### src/pkg/pmfc_pkg.sv
// Overview of operation
// bit 4 routes traffic around async FIFO
// bit 3 delays receive clock at 10/100
// bit 2 selects low-latency 10/100 datapath
// bit 1 is receive threshold top bit
// bit 0 is transmit threshold top bit
// eight-deep FIFOs, threshold 2 starts at 4
// each threshold step adds one read cycle
// status bit 1 shows new page received
// status bit 0 shows negotiation finished
// errored bytes counted, single mode saturates 0xFF
// writing bit 7 freezes checker counters
// writing bit 8 freezes and clears counters
// sync loss latched high until read
// bit 4 shows checker locked
// bit 2 set on byte counter overflow
// bit 1 selects continuous or single counting
// bit 0 enables transmit-path pattern checker
// total byte count, single mode saturates 0xFFFF
// continuous mode wraps, wrap sets overflow
package pmfc_pkg;
  // register indices; byte address is four times the index
  localparam logic [5:0] IDX_THR_LOW   = 6'h32; // lower threshold bits
  localparam logic [5:0] IDX_FIFO_CTRL = 6'h33; // fifo latency control
  localparam logic [5:0] IDX_NEG_STAT  = 6'h37; // serial mac negotiation status
  localparam logic [5:0] IDX_CHK_CTRL  = 6'h39; // pattern checker control
  localparam logic [5:0] IDX_CHK_BYTES = 6'h3A; // pattern checker byte count
  localparam logic [5:0] IDX_IRQ_STAT  = 6'h3C; // sticky event status
  localparam logic [5:0] IDX_IRQ_MASK  = 6'h3D; // event mask
  // fifo latency control fields
  localparam int B_SKIP_EN    = 4;
  localparam int B_SKIP_DLY   = 3;
  localparam int B_LOW_LAT    = 2;
  localparam int B_RX_THR_TOP = 1;
  localparam int B_TX_THR_TOP = 0;
  // lower threshold fields
  localparam int B_RX_LOW_HI = 6;
  localparam int B_RX_LOW_LO = 5;
  localparam int B_TX_LOW_HI = 4;
  localparam int B_TX_LOW_LO = 3;
  localparam logic [1:0] THR_LOW_RST = 2'h2; // default threshold low bits
  localparam logic [3:0] THR_GAP_OFS = 4'h2; // pointer gap minus threshold
  localparam int FIFO_DEPTH = 8;             // sync fifo entries
  // negotiation status fields
  localparam int B_PAGE_RX  = 1;
  localparam int B_NEG_DONE = 0;
  // checker control fields
  localparam int B_ERR_HI    = 14;
  localparam int B_ERR_LO    = 7;
  localparam int B_FREEZE    = 7;
  localparam int B_CLEAR     = 8;
  localparam int B_SYNC_LOST = 5;
  localparam int B_LOCKED    = 4;
  localparam int B_BYTE_OVF  = 2;
  localparam int B_CNT_MODE  = 1;
  localparam int B_CHK_EN    = 0;
  // interrupt event bits
  localparam int IRQ_W        = 4;
  localparam int E_SYNC_LOST  = 0;
  localparam int E_BYTE_OVF   = 1;
  localparam int E_PAGE_RX    = 2;
  localparam int E_NEG_DONE   = 3;
  localparam logic [15:0] REG_RST = 16'h0000; // common register reset

  // checker datapath events into the register bank
  typedef struct packed {
    logic byte_valid; // one byte compared this cycle
    logic byte_error; // that byte mismatched
    logic locked;     // checker locked on stream
    logic sync_loss;  // one-cycle loss of sync
  } pmfc_chk_evt_t;

  // fifo path controls out of the register bank
  typedef struct packed {
    logic       skip_enable;   // bypass async fifo
    logic       rxclk_delay;   // delay rx clock now
    logic       low_latency;   // low latency path now
    logic [2:0] rx_threshold;  // rx half-full threshold
    logic [2:0] tx_threshold;  // tx half-full threshold
    logic [3:0] rx_start_gap;  // rx pointer lead to start reading
    logic [3:0] tx_start_gap;  // tx pointer lead to start reading
  } pmfc_fifo_ctl_t;
endpackage

### src/hw/pmfc_regs.sv
module pmfc_regs
  import pmfc_pkg::*;
#(
  parameter int ERR_W  = 8,  // errored byte counter width
  parameter int BYTE_W = 16  // total byte counter width
) (
  input  wire logic           core_clk,      // 40 MHz core clock
  input  wire logic           reset_n,       // synchronous reset, low active
  input  wire logic           ce,            // clock enable, low freezes all
  input  wire logic           psel,          // apb select
  input  wire logic           penable,       // apb access phase
  input  wire logic           pwrite,        // apb write
  input  wire logic [7:0]     paddr,         // apb byte address
  input  wire logic [31:0]    pwdata,        // apb write data
  output logic      [31:0]    prdata,        // apb read data
  output logic                pready,        // apb ready
  output logic                pslverr,       // apb error on unmapped
  input  wire logic           speed_10_100,  // link runs at 10 or 100 Mbps
  input  wire logic           neg_page_rx,   // serial mac page received
  input  wire logic           serial_neg_done, // serial mac negotiation done
  input  wire pmfc_chk_evt_t  chk_evt,       // checker datapath events
  output pmfc_fifo_ctl_t      fifo_ctl,      // fifo path controls
  output logic                checker_enable, // checker on
  output logic                checker_count_mode, // 1 continuous
  output logic                irq            // level interrupt
);

  // register state
  logic [1:0]        rx_low_q;      // rx threshold low bits
  logic [1:0]        tx_low_q;      // tx threshold low bits
  logic [4:0]        fifo_ctrl_q;   // fifo latency control bits
  logic              chk_en_q;      // checker enable
  logic              cnt_mode_q;    // counting mode
  logic              frozen_q;      // counters frozen
  logic              sync_lost_q;   // latched sync loss
  logic              byte_ovf_q;    // byte counter overflow
  logic [ERR_W-1:0]  err_cnt_q;     // errored bytes
  logic [BYTE_W-1:0] byte_cnt_q;    // total bytes
  logic [IRQ_W-1:0]  irq_stat_q;    // sticky events
  logic [IRQ_W-1:0]  irq_mask_q;    // event mask
  logic              neg_done_q;    // negotiation done, last cycle
  pmfc_fifo_ctl_t    fifo_ctl_q;    // registered fifo controls
  logic [31:0]       prdata_q;      // read data
  logic              pready_q;      // ready
  logic              pslverr_q;     // error
  logic              irq_q;         // interrupt

  // bus decode
  logic [5:0]        idx;           // word index of access
  logic              done;          // access completes this edge
  logic              wr;            // write completes
  logic              rd;            // read completes
  logic              mapped;        // index hits a register
  logic [15:0]       rd_data;       // readback mux
  logic              w_chk;         // write to checker control
  logic              freeze_cmd;    // freeze command written
  logic              clear_cmd;     // clear command written
  logic              count_en;      // a byte is counted
  logic [2:0]        rx_thr;        // assembled rx threshold
  logic [2:0]        tx_thr;        // assembled tx threshold
  logic [IRQ_W-1:0]  events;        // event pulses
  logic              byte_wrap;     // byte counter wraps
  logic              byte_hit_max;  // byte counter reaches max in single

  localparam logic [ERR_W-1:0]  ERR_MAX  = '1; // saturation value
  localparam logic [BYTE_W-1:0] BYTE_MAX = '1; // saturation value

  assign idx    = paddr[7:2];
  // the access ends on the edge where ready is already high
  assign done   = psel && penable && pready_q;
  assign wr     = done && pwrite;
  assign rd     = done && !pwrite;
  assign mapped = (idx == IDX_THR_LOW) || (idx == IDX_FIFO_CTRL) || (idx == IDX_NEG_STAT) ||
                  (idx == IDX_CHK_CTRL) || (idx == IDX_CHK_BYTES) || (idx == IDX_IRQ_STAT) ||
                  (idx == IDX_IRQ_MASK);
  assign w_chk      = wr && (idx == IDX_CHK_CTRL);
  // freeze on bit7
  assign freeze_cmd = w_chk && pwdata[B_FREEZE];
  // freeze and clear
  assign clear_cmd  = w_chk && pwdata[B_CLEAR];
  // count only while enabled and not frozen
  assign count_en   = chk_en_q && chk_evt.byte_valid && !frozen_q && !clear_cmd;
  // rx threshold assembly
  assign rx_thr = {fifo_ctrl_q[B_RX_THR_TOP], rx_low_q};
  // tx threshold assembly
  assign tx_thr = {fifo_ctrl_q[B_TX_THR_TOP], tx_low_q};
  assign byte_wrap    = count_en && cnt_mode_q && (byte_cnt_q == BYTE_MAX);
  assign byte_hit_max = count_en && !cnt_mode_q && (byte_cnt_q == BYTE_MAX - 1'b1);

  // event pulses for the interrupt block
  always_comb begin
    events              = '0;
    events[E_SYNC_LOST] = chk_evt.sync_loss && chk_en_q;
    events[E_BYTE_OVF]  = byte_wrap || byte_hit_max;
    events[E_PAGE_RX]   = neg_page_rx;
    events[E_NEG_DONE]  = serial_neg_done && !neg_done_q;
  end

  // readback mux; reserved bits read zero
  always_comb begin
    rd_data = REG_RST;
    unique case (idx)
      IDX_THR_LOW: begin
        rd_data[B_RX_LOW_HI:B_RX_LOW_LO] = rx_low_q;
        rd_data[B_TX_LOW_HI:B_TX_LOW_LO] = tx_low_q;
      end
      IDX_FIFO_CTRL: begin
        rd_data[B_SKIP_EN:B_TX_THR_TOP] = fifo_ctrl_q;
      end
      IDX_NEG_STAT: begin
        // page received status
        rd_data[B_PAGE_RX]  = neg_page_rx;
        // negotiation done status
        rd_data[B_NEG_DONE] = serial_neg_done;
      end
      IDX_CHK_CTRL: begin
        // error count field
        rd_data[B_ERR_HI:B_ERR_LO] = err_cnt_q;
        rd_data[B_SYNC_LOST]       = sync_lost_q;
        // live lock status
        rd_data[B_LOCKED]          = chk_evt.locked;
        rd_data[B_BYTE_OVF]        = byte_ovf_q;
        rd_data[B_CNT_MODE]        = cnt_mode_q;
        rd_data[B_CHK_EN]          = chk_en_q;
      end
      IDX_CHK_BYTES: begin
        // total byte count
        rd_data[BYTE_W-1:0] = byte_cnt_q;
      end
      IDX_IRQ_STAT: begin
        rd_data[IRQ_W-1:0] = irq_stat_q;
      end
      IDX_IRQ_MASK: begin
        rd_data[IRQ_W-1:0] = irq_mask_q;
      end
      default: begin
        rd_data = REG_RST;
      end
    endcase
  end

  // apb handshake: ready one cycle into the access phase
  always_ff @(posedge core_clk) begin
    if (!reset_n) begin
      pready_q  <= 1'b0;
      pslverr_q <= 1'b0;
      prdata_q  <= 32'h0000_0000;
    end else if (ce) begin
      if (psel && penable && !pready_q) begin
        pready_q  <= 1'b1;
        pslverr_q <= !mapped;
        prdata_q  <= {16'h0000, rd_data};
      end else begin
        // drop ready after the completing edge
        pready_q  <= 1'b0;
        pslverr_q <= 1'b0;
      end
    end
  end

  // threshold low bits and fifo control writes
  always_ff @(posedge core_clk) begin
    if (!reset_n) begin
      rx_low_q    <= THR_LOW_RST;
      tx_low_q    <= THR_LOW_RST;
      fifo_ctrl_q <= REG_RST[4:0];
    end else if (ce) begin
      if (wr && (idx == IDX_THR_LOW)) begin
        rx_low_q <= pwdata[B_RX_LOW_HI:B_RX_LOW_LO];
        tx_low_q <= pwdata[B_TX_LOW_HI:B_TX_LOW_LO];
      end
      if (wr && (idx == IDX_FIFO_CTRL)) begin
        fifo_ctrl_q <= pwdata[B_SKIP_EN:B_TX_THR_TOP];
      end
    end
  end

  // fifo path controls, registered so outputs come from flops
  always_ff @(posedge core_clk) begin
    if (!reset_n) begin
      fifo_ctl_q <= '0;
    end else if (ce) begin
      // async fifo bypass
      fifo_ctl_q.skip_enable  <= fifo_ctrl_q[B_SKIP_EN];
      // rx clock delay only at 10/100
      fifo_ctl_q.rxclk_delay  <= fifo_ctrl_q[B_SKIP_DLY] && speed_10_100;
      // low latency only at 10/100
      fifo_ctl_q.low_latency  <= fifo_ctrl_q[B_LOW_LAT] && speed_10_100;
      fifo_ctl_q.rx_threshold <= rx_thr;
      fifo_ctl_q.tx_threshold <= tx_thr;
      // start gap is threshold plus two, one read cycle per step
      fifo_ctl_q.rx_start_gap <= {1'b0, rx_thr} + THR_GAP_OFS;
      fifo_ctl_q.tx_start_gap <= {1'b0, tx_thr} + THR_GAP_OFS;
    end
  end

  // checker enable, mode and freeze state
  always_ff @(posedge core_clk) begin
    if (!reset_n) begin
      chk_en_q   <= 1'b0;
      cnt_mode_q <= 1'b0;
      frozen_q   <= 1'b0;
    end else if (ce) begin
      if (w_chk) begin
        // enable bit
        chk_en_q   <= pwdata[B_CHK_EN];
        // mode bit
        cnt_mode_q <= pwdata[B_CNT_MODE];
        // freeze holds until a write with neither command
        frozen_q   <= freeze_cmd || clear_cmd;
      end
    end
  end

  // errored byte counter
  always_ff @(posedge core_clk) begin
    if (!reset_n) begin
      err_cnt_q <= '0;
    end else if (ce) begin
      if (clear_cmd) begin
        // clear counts
        err_cnt_q <= '0;
      end else if (count_en && chk_evt.byte_error) begin
        // saturate in single mode, wrap in continuous
        if (cnt_mode_q || (err_cnt_q != ERR_MAX)) begin
          err_cnt_q <= err_cnt_q + 1'b1;
        end
      end
    end
  end

  // total byte counter and its overflow flag
  always_ff @(posedge core_clk) begin
    if (!reset_n) begin
      byte_cnt_q <= '0;
      byte_ovf_q <= 1'b0;
    end else if (ce) begin
      if (clear_cmd) begin
        byte_cnt_q <= '0;
        byte_ovf_q <= 1'b0;
      end else if (count_en) begin
        // saturate in single mode, wrap in continuous
        if (cnt_mode_q || (byte_cnt_q != BYTE_MAX)) begin
          byte_cnt_q <= byte_cnt_q + 1'b1;
        end
        // overflow when max reached or wrapped
        if (byte_wrap || byte_hit_max) begin
          byte_ovf_q <= 1'b1;
        end
      end
    end
  end

  // sync loss latch, cleared by reading the control register
  always_ff @(posedge core_clk) begin
    if (!reset_n) begin
      sync_lost_q <= 1'b0;
    end else if (ce) begin
      // a new loss wins over the read clear
      if (events[E_SYNC_LOST]) begin
        sync_lost_q <= 1'b1;
      end else if (rd && (idx == IDX_CHK_CTRL)) begin
        sync_lost_q <= 1'b0;
      end
    end
  end

  // sticky event status, write one to clear; set beats clear
  always_ff @(posedge core_clk) begin
    if (!reset_n) begin
      irq_stat_q <= '0;
      irq_mask_q <= '0;
      neg_done_q <= 1'b0;
    end else if (ce) begin
      neg_done_q <= serial_neg_done;
      if (wr && (idx == IDX_IRQ_STAT)) begin
        irq_stat_q <= (irq_stat_q & ~pwdata[IRQ_W-1:0]) | events;
      end else begin
        irq_stat_q <= irq_stat_q | events;
      end
      if (wr && (idx == IDX_IRQ_MASK)) begin
        irq_mask_q <= pwdata[IRQ_W-1:0];
      end
    end
  end

  // interrupt level; mask bit one lets the event through
  always_ff @(posedge core_clk) begin
    if (!reset_n) begin
      irq_q <= 1'b0;
    end else if (ce) begin
      irq_q <= |(irq_stat_q & irq_mask_q);
    end
  end

  assign prdata             = prdata_q;
  assign pready             = pready_q;
  assign pslverr            = pslverr_q;
  assign fifo_ctl           = fifo_ctl_q;
  assign checker_enable     = chk_en_q;
  assign checker_count_mode = cnt_mode_q;
  assign irq                = irq_q;
endmodule

### config.mk
export PLATFORM = sky130hd
export DESIGN_NAME = pmfc_regs
export DESIGN_NICKNAME = d
export VERILOG_FILES = /design/src/pkg/pmfc_pkg.sv /design/src/hw/pmfc_regs.sv
export SDC_FILE = /design/constraint.sdc
export NUM_CORES = 1
export LEC_CHECK = 0
export BUFFER_PORTS_ARGS = -buffer_cell sky130_fd_sc_hd__buf_4
export CORE_MARGIN = 2
export CORE_UTILIZATION = 40
export CTS_CLUSTER_SIZE = 20
export DETAILED_ROUTE_END_ITERATION = 8
export PLACE_DENSITY_LB_ADDON = 0.25
export RECOVER_POWER = 50
export REMOVE_ABC_BUFFERS = 1
export SYNTH_ARGS = -nofsm -noshare
export SYNTH_HDL_FRONTEND = slang
export SYNTH_SLANG_ARGS = --single-unit
### constraint.sdc
create_clock -name core_clk -period 1.7 [get_ports core_clk]
set_input_delay 0.085 -clock core_clk [delete_from_list [all_inputs] [get_ports core_clk]]
set_output_delay 0.085 -clock core_clk [all_outputs]
set_load 0.01 [all_outputs]
# ---- Yosys cells after proc, flatten, opt, wreduce, memory -nomap -nowiden
# Cells that the tools add are included.
dict set report word_totals {
  inputBits 53
  elab_cells 124
  ff_bits 83
  output_inout_bits 54
}
dict set report classes {
  n_eq_ne 11
  n_mux 22
  reduce_logical 58
  bitwise 5
  n_addsub 4
}
# operator count
set ops {}
lappend ops {{16-bit 2-to-1 mux} 3}
lappend ops {{6-bit equality test, second input constant} 7}
lappend ops {{16-bit equality test, second input constant} 2}
lappend ops {{1-bit logical AND} 25}
lappend ops {{8-bit 2-to-1 mux} 3}
lappend ops {{16-bit by 1-bit adder with 16-bit output, second input constant} 1}
lappend ops {{16-bit != test, second input constant} 1}
lappend ops {{8-bit case mux with 2 select lines} 1}
lappend ops {{2-bit case mux with 6 select lines} 1}
lappend ops {{2-bit AND reduction} 6}
lappend ops {{2-bit nonzero test} 6}
lappend ops {{1-bit logical OR} 10}
lappend ops {{1-bit case mux with 5 select lines} 2}
lappend ops {{3-bit AND reduction} 3}
lappend ops {{3-bit by 2-bit adder with 4-bit output, second input constant} 2}
lappend ops {{8-bit by 1-bit adder with 8-bit output, second input constant} 1}
lappend ops {{4-bit bitwise AND} 2}
lappend ops {{1-bit 2-to-1 mux} 8}
lappend ops {{8-bit != test, second input constant} 1}
lappend ops {{4-bit OR} 2}
lappend ops {{1-bit zero test} 7}
lappend ops {{4-bit 2-to-1 mux} 1}
lappend ops {{4-bit inverter} 1}
lappend ops {{1-bit case mux with 4 select lines} 1}
lappend ops {{other kinds (3)} 3}

# ---- Longest topological paths before layout
# Gate-level depths: netlist of run 1.
dict set report depth {
  word_depth 13
  ltp_mapped 8
  depth_no_buf 7
}

# ---- Worst setup path after synthesis of run 1
# OpenSTA, ideal clock, no wires.
dict set report synth_timing {
  path_kind {register to register}
  start {register pready_q, in the netlist pready}
  end {register byte_cnt_q[9]}
  path_stages_with_launch 8
  path_buffers 2
  slack_ps -160
  setup_time_ps 71
  synth_period_minus_slack_ps 1860
  arrival_ps 1789
  t_required_ps 1629
  cell_sequence {dfxtp_1 > nand3_1 > or4_1 > clkbuf_1 > o211a_1 > buf_6 > or3_1 > a21oi_1}
}
dict set report synth_between {
  elab_chain_cells 8
  elab_cells_between_ends 10
  classes_between {1 x mux; 9 x reduce/logical}
}
# item line
set synth_rtl {}
lappend synth_rtl {{start, declared} pmfc_regs.sv:44} ;# logic pready_q;
lappend synth_rtl {{start signal, assigned} pmfc_regs.sv:145} ;# pready_q <= 1'b0;
lappend synth_rtl {{start signal, assigned} pmfc_regs.sv:150} ;# pready_q <= 1'b1;
lappend synth_rtl {{start signal, assigned} pmfc_regs.sv:155} ;# pready_q <= 1'b0;
lappend synth_rtl {{1-bit logical AND *} pmfc_regs.sv:70} ;# assign done = psel && penable && pready_q;
lappend synth_rtl {{1-bit logical AND *} pmfc_regs.sv:71} ;# assign wr = done && pwrite;
lappend synth_rtl {{1-bit logical AND *} pmfc_regs.sv:76} ;# assign w_chk = wr && (idx == IDX_CHK_CTRL);
lappend synth_rtl {{1-bit logical AND *} pmfc_regs.sv:80} ;# assign clear_cmd = w_chk && pwdata[B_CLEAR];
lappend synth_rtl {{1-bit zero test} pmfc_regs.sv:82} ;# assign count_en = chk_en_q && chk_evt.byte_valid && !frozen_q && !clear_cmd;
lappend synth_rtl {{1-bit logical AND} pmfc_regs.sv:82}
lappend synth_rtl {{2-bit nonzero test (no line)} -}
lappend synth_rtl {{3-bit AND reduction (no line)} -}
lappend synth_rtl {{end signal, assigned} pmfc_regs.sv:244} ;# byte_cnt_q <= byte_cnt_q + 1'b1;
lappend synth_rtl {{end, declared} pmfc_regs.sv:38} ;# logic [BYTE_W-1:0] byte_cnt_q;
# Every way passes the cells marked *; elsewhere a longest branch is shown, timed or not.
# A chain may end at the register's enable or synchronous reset.

# ---- Worst setup path after layout of run 1
dict set report layout_timing {
  start {register pready_q, in the netlist pready}
  end {register byte_cnt_q[7]}
}
# Same word-level chain as after synthesis.

==> metrics.txt, run 1 <==
critical path class=flop to flop; Num CTS Buffers=9; VDD IR max=approximately 0.39 mV; Die Span Y=102.4 um; H-tree Lvls=3; root buf cell=clkbuf_8; Slew Limit Fails=0; Worst R2R Setup Slack=0.02 ns; Die ar.=10480 um^2; Non-Filler Instances=711; register area share after synthesis=41.87%; Starting Density=41.52%; P_leak=2.029 nW; Post-Syn Area per Cell=8.663 um^2; Worst-path clk slew=around 0.10 ns; Yosys cell types=52; io pins=107; vias post-DR=3732; R2R cell count=5; flops & latches, synth=81; met3 wire len=623 um; final WL=~11000 um; first-pass GRT wire length=16970 um; Setup WS pre-CTS=-0.1453 ns; post-layout minimum cycle time=about 1.7 ns; most frequent cells in the layout=94 x buf_4, 74 x dfxtp_1, 68 x nor2_1, 39 x clkbuf_1, 36 x mux2i_1; gr usage total=21.13%; DR WL/cell=about 15 um; # rows=35; Port Buffer Count=65; worst setup margin=0.01808 ns; dpl hpwl=7708 um; clock sinks=between 80 and 90; share of cells above drive strength 1=a little under a quarter; arrival time at the worst endpoint=1.98 ns; drt first-iter violations=170; Max transition margin=61.91%; pwr/cell area=730.4 nW/um^2; Synth Flop Type=dfxtp_1; vias in the first global route=3428; count of yosys warnings during synthesis=0; RD Place Congestion=0.8372; Met1 Routed Length=5084 um; RSZ-0062 raised after global routing=yes; synthesized instance count=447; top routing layer in use=met4; Max Cap Viol=0; CTS tree=done; Die W=between 100 and 150 um; startpoint types=flop; # diodes=0; period utilisation layout=between 90% and 100%; Fin. Hold Viols=0; largest net degree at the start of global routing=33; FMAX=just under 600 MHz; hold depth=3; Area Growth Syn to Fin=33.28%; Worst Skew=0.01207 ns; Antenna Nets Post-Route=0; maximum root-to-sink buffer count=2; Via density=5.249; initial antenna violation count=0; total gr overflow=0; Async S/R FF share, synth=0%; dpl cells=679; most common cell after layout, fill and taps aside=buf_4; Finish-stage setup viols=0; WL met2=between 5000 and 6000 um; crit end category=flop; DRC errors left=0; Critical Path RT=about 2.0 ns; crit path max fanout=6; Post-synth EDFFs=0; path type of the worst min-delay path=input port to flop; Clock Latency Late Sink=0.36 ns; Least-Margin Pin Slew=0.5705 ns; nets=635; synthesized cell area=3872 um^2; status=finished, final reports clean; CORE AREA=just over 9000 um^2; TritonRoute pass-1 iters=4
registers in the layout (all words and copies together), names as in the netlist, 2 cells and up:
signal	cells
rx_low_q	2
byte_cnt_q	16
fifo_ctrl_q	5
irq_stat_q	4
err_cnt_q	8
irq_mask_q	4
fifo_ctl	15
prdata	16
tx_low_q	2
report_power, final:
| group | switching [mW] | internal, mW | total, mW |
|---|---|---|---|
| Combinational | 0.186 | 0.148 | 0.333 |
| Sequential | 0.0166 | 1.93 | 1.94 |
| Clock | 0.786 | 0.707 | 1.49 |
final timing paths:
| check | from | end |
|---|---|---|
| setup / recovery | pready | byte_cnt_q[7] |
| setup reg to reg | pready | byte_cnt_q[7] |
| hold / removal | chk_evt[0] | irq_stat_q[0] |
| hold reg to reg | prdata[4] | prdata[4] |
area by class of cell:
class | count | area [um^2]
sequential | 81 | 1630
clock inverter | 7 | 83.83
inverter | 11 | 41.29
multi-input combinational | 329 | 2138
clock buffer | 9 | 123.9
tap | 129 | 161.4
timing repair buffer | 145 | 982.2
fill | 862 | 4167
metrics by stage:
stage / power [mW] / instance area [um^2] / TNS, ns / utilization [%] / hold slack, ns
after floorplan: 2.116 / 3694 / -7.772 / - / 0.1469
after global placement: 2.315 / 4843 / -0.6129 / 51.92 / 0.3099
after detailed placement: 2.318 / 4843 / -0.6496 / 51.92 / 0.3043
after CTS: 3.820 / 5201 / 0 / 55.76 / 0.04340
after global routing: 3.923 / 5161 / -0.1706 / 55.33 / 0.05196
final: 3.770 / 5161 / 0 / 55.33 / 0.06968
timing repair:
action	in CTS	in global routing
buffers inserted	1	3
cloned	0	1
endpoints found under the hold margin	18	0
resized for setup	10	20
hold buffers	11	0
setup endpoints to repair	11	21
pin swaps	2	3
critical path, stage by stage (launching register included):
cell and delay, ns:
dfxtp_2 0.34, nand3_1 0.08, or4_4 0.47, o211a_4 0.20, or4_4 0.48, o21ai_2 0.06
per-layer routing:
metal / vias to the layer above / GRT usage [%]
li1: 1822 / -
met3: 21 / 4.378
met5: - / 0
met4: 0 / 9.744
met2: 107 / 32.95
met1: 1782 / 28.14
kinds of logic (layout without fill, tap and decap cells):
family	count (synthesis)	count (layout)	share of synthesized area, %
DFF	81	81	41.87
other	1	16	0.09684
adders and majority gates	5	5	1.616
and+or+nand+nor	172	172	22.29
muxes	36	36	9.305
buffers and inverters	53	172	7.141
AOI/OAI and AO/OA	84	85	14.28
xor gates and xnor gates	15	15	3.393
synthesized netlist by cell type, types with 3 or more instances:
cell type | instances | area [um^2]
a211oi_1 | 8 | 60.06
a21oi_1 | 27 | 135.1
a221oi_1 | 10 | 87.58
a22oi_1 | 4 | 30.03
a31oi_1 | 4 | 25.02
and3_1 | 3 | 18.77
buf_4 | 18 | 135.1
clkbuf_1 | 19 | 71.32
dfxtp_1 | 81 | 1622
ha_1 | 5 | 62.56
inv_1 | 10 | 37.54
mux2i_1 | 36 | 360.4
nand2_1 | 22 | 82.58
nand2b_1 | 7 | 43.79
nand3_1 | 22 | 110.1
nand4_1 | 6 | 37.54
nand4b_1 | 4 | 35.03
nor2_1 | 68 | 255.2
nor3_1 | 13 | 65.06
nor4_1 | 3 | 18.77
o21a_1 | 4 | 30.03
o21ai_0 | 14 | 70.07
or3_1 | 7 | 43.79
xnor2_1 | 12 | 105.1
xor2_1 | 3 | 26.28
Power figures use the tool's default switching activity.
==> inputs of run 2 (changes only) <==
SKIP_CTS_REPAIR_TIMING = 1   (was unset)
SLEW_MARGIN = 20   (was unset)
clock period = 2 ns   (was 1.7 ns; I/O delays follow)
==> run 2 against run 1 <==
Effect of this change: critical path depth unchanged; cell count shrank 6.5%; first-iteration DRC count up 2.4%; clock skew fell by 0.0078 ns; worst setup slack gained 0.14 ns; critical endpoint is now err_cnt_q[1]; sequential power down 15%; clock power down 23%; largest cell class unchanged; sequential cell count stayed put.
==> metrics.txt, run 2 (synthesis results as in run 1) <==
status=finished, final reports clean; Via density=5.358 (+2.1%); Worst path depth=5 (unchanged); H-tree Lvls=3 (unchanged); FMAX=543.8 MHz (-8.5%); hold depth=3 (unchanged); root buf cell=clkbuf_8; path type of the worst min-delay path=input port to flop; TritonRoute pass-1 iters=5 (+1); VDD IR max=0.2470 mV (-36%); Least-Margin Pin Slew=0.7257 ns (+0.1552 ns); vias in the first global route=3343 (-2.5%); # diodes=0 (unchanged); final WL=10360 um (-5.6%); first-pass GRT wire length=16500 um (-2.8%); Antenna Nets Post-Route=0 (unchanged); Setup WS pre-CTS=0.09377 ns (+0.2390 ns); Num CTS Buffers=9 (unchanged); most frequent cells in the layout=81 x dfxtp_1, 68 x nor2_1, 59 x buf_4, 39 x clkbuf_1, 36 x mux2i_1; period utilisation layout=91.94% (-7.0 points); crit path max fanout=7 (+1); dpl cells=646 (-4.9%); Top delay family on crit path=simple AND/OR/NAND/NOR gates; WHS=0.002903 ns (-0.06678 ns); Non-Filler Instances=665 (-6.5%); P_leak=1.779 nW (-12%); Clock Latency Late Sink=0.35 ns (about the same); Max Cap Viol=0 (unchanged); Port Buffer Count=65 (unchanged); vias post-DR=3563 (-4.5%); Finish-stage setup viols=0 (unchanged); arrival time at the worst endpoint=2.11 ns (+0.13 ns); CP max stage cell=dfxtp_1; RSZ-0062 raised after global routing=no; Die ar.=10480 um^2 (unchanged); dpl hpwl=7674 um (-0.44%); R2R cell count=5 (unchanged); Fin. Hold Viols=0 (unchanged); Die Span Y=102.4 um (unchanged); maximum root-to-sink buffer count=2 (unchanged); Area Growth Syn to Fin=20.52%; CTS tree=done; Worst-path clk slew=0.08 ns (-0.02 ns); drt first-iter violations=174 (+2.4%); most common cell after layout, fill and taps aside=dfxtp_1; CP bufs+invs=1 (+1); share of cells above drive strength 1=14.55% (-9.3 points); largest net degree at the start of global routing=41 (+24%); Critical Path RT=2.28 ns (+0.28 ns); Starting Density=41.52% (unchanged); Crit path largest cell delay=0.45 ns (-0.03 ns); RD Place Congestion=0.8516 (+1.7%); DRC errors left=0 (unchanged); worst-path cell chain=and4b_1 -> o211ai_1 -> buf_4 -> or3b_2 -> a21oi_1; total power=3.058 mW (-19%); critical path class=flop to flop; worst setup margin=0.1611 ns (+0.1431 ns); startpoint types=flop; post-layout minimum cycle time=1.839 ns (+0.1569 ns); Max transition margin=51.62% (-10 points); CORE AREA=9328 um^2 (unchanged); Die W=102.4 um (unchanged); crit end category=flop; # rows=35 (unchanged); DR WL/cell=15.58 um (+0.90%); io pins=107 (unchanged); gr usage total=20.62% (-0.52 points); initial antenna violation count=0 (unchanged); total gr overflow=0 (unchanged); clock sinks=81 (unchanged); Slew Limit Fails=0 (unchanged); Worst Skew=0.004320 ns (-0.007754 ns); pwr/cell area=655.3 nW/um^2 (-10%); nets=591 (-6.9%)
run 2: changes by cell type in the layout (fill, tap and decap cells not counted), moves of 2 or more:
| cell | previous run | this run |
|---|---|---|
| a211oi_1 | 5 | 8 |
| a211oi_2 | 3 | 0 |
| a21oi_1 | 25 | 27 |
| buf_4 | 94 | 59 |
| dfxtp_1 | 74 | 81 |
| dfxtp_2 | 7 | 0 |
| dlygate4sd3_1 | 11 | 4 |
| inv_6 | 3 | 0 |
| o21ai_0 | 12 | 14 |
| or4_1 | 0 | 2 |
| or4_4 | 2 | 0 |
run 2: worst register-to-register path, delay by kind of cell (launching register included):
family	cells	cell delay, ns
flip-flops	1	0.45
AO/OA/AOI/OAI	2	0.36
buffers and inverters	1	0.22
AND/OR/NAND/NOR	2	0.72
run 2: stage by stage:
step | setup TNS (ns) | util (%) | area, um^2
final | 0 | 50.03 | 4667
after global routing | 0 | 50.03 | 4667
after CTS | 0 | 51.09 | 4766
after detailed placement | 0 | 49.13 | 4583
after global placement | 0 | 49.13 | 4583
after floorplan | -2.141 | - | 3694
run 2: cell type report:
cell class / instances / area (um^2)
Clock inverter: 5 / 58.81
Multi-Input combinational cell: 328 / 2031
Tap cell: 129 / 161.4
Sequential cell: 81 / 1622
Fill cell: 937 / 4661
Timing Repair Buffer: 102 / 629.4
Inverter: 11 / 41.29
Clock buffer: 9 / 123.9
run 2: metal layers:
layer,GRT usage (%),wire length [um],share of wire (%)
met2,32.39,4692,45
met3,4.378,562,5.4
met5,0,0,0
met1,27.99,4940,48
met4,7.590,161,1.6
run 2: final timing paths:
| check | from | slack (ns) | to |
|---|---|---|---|
| hold / removal | serial_neg_done | 0.003 | neg_done_q |
| setup / recovery | checker_enable | 0.16 | err_cnt_q[1] |
| setup reg to reg | checker_enable | 0.16 | err_cnt_q[1] |
| hold reg to reg | prdata[15] | 0.45 | prdata[15] |
run 2: report_power, final:
group          internal [mW]  total, mW  leakage, nW  switching (mW)
registers               1.64       1.65        0.656          0.0145
logic                  0.104      0.256         1.04           0.152
clock network          0.563       1.15       0.0872           0.588
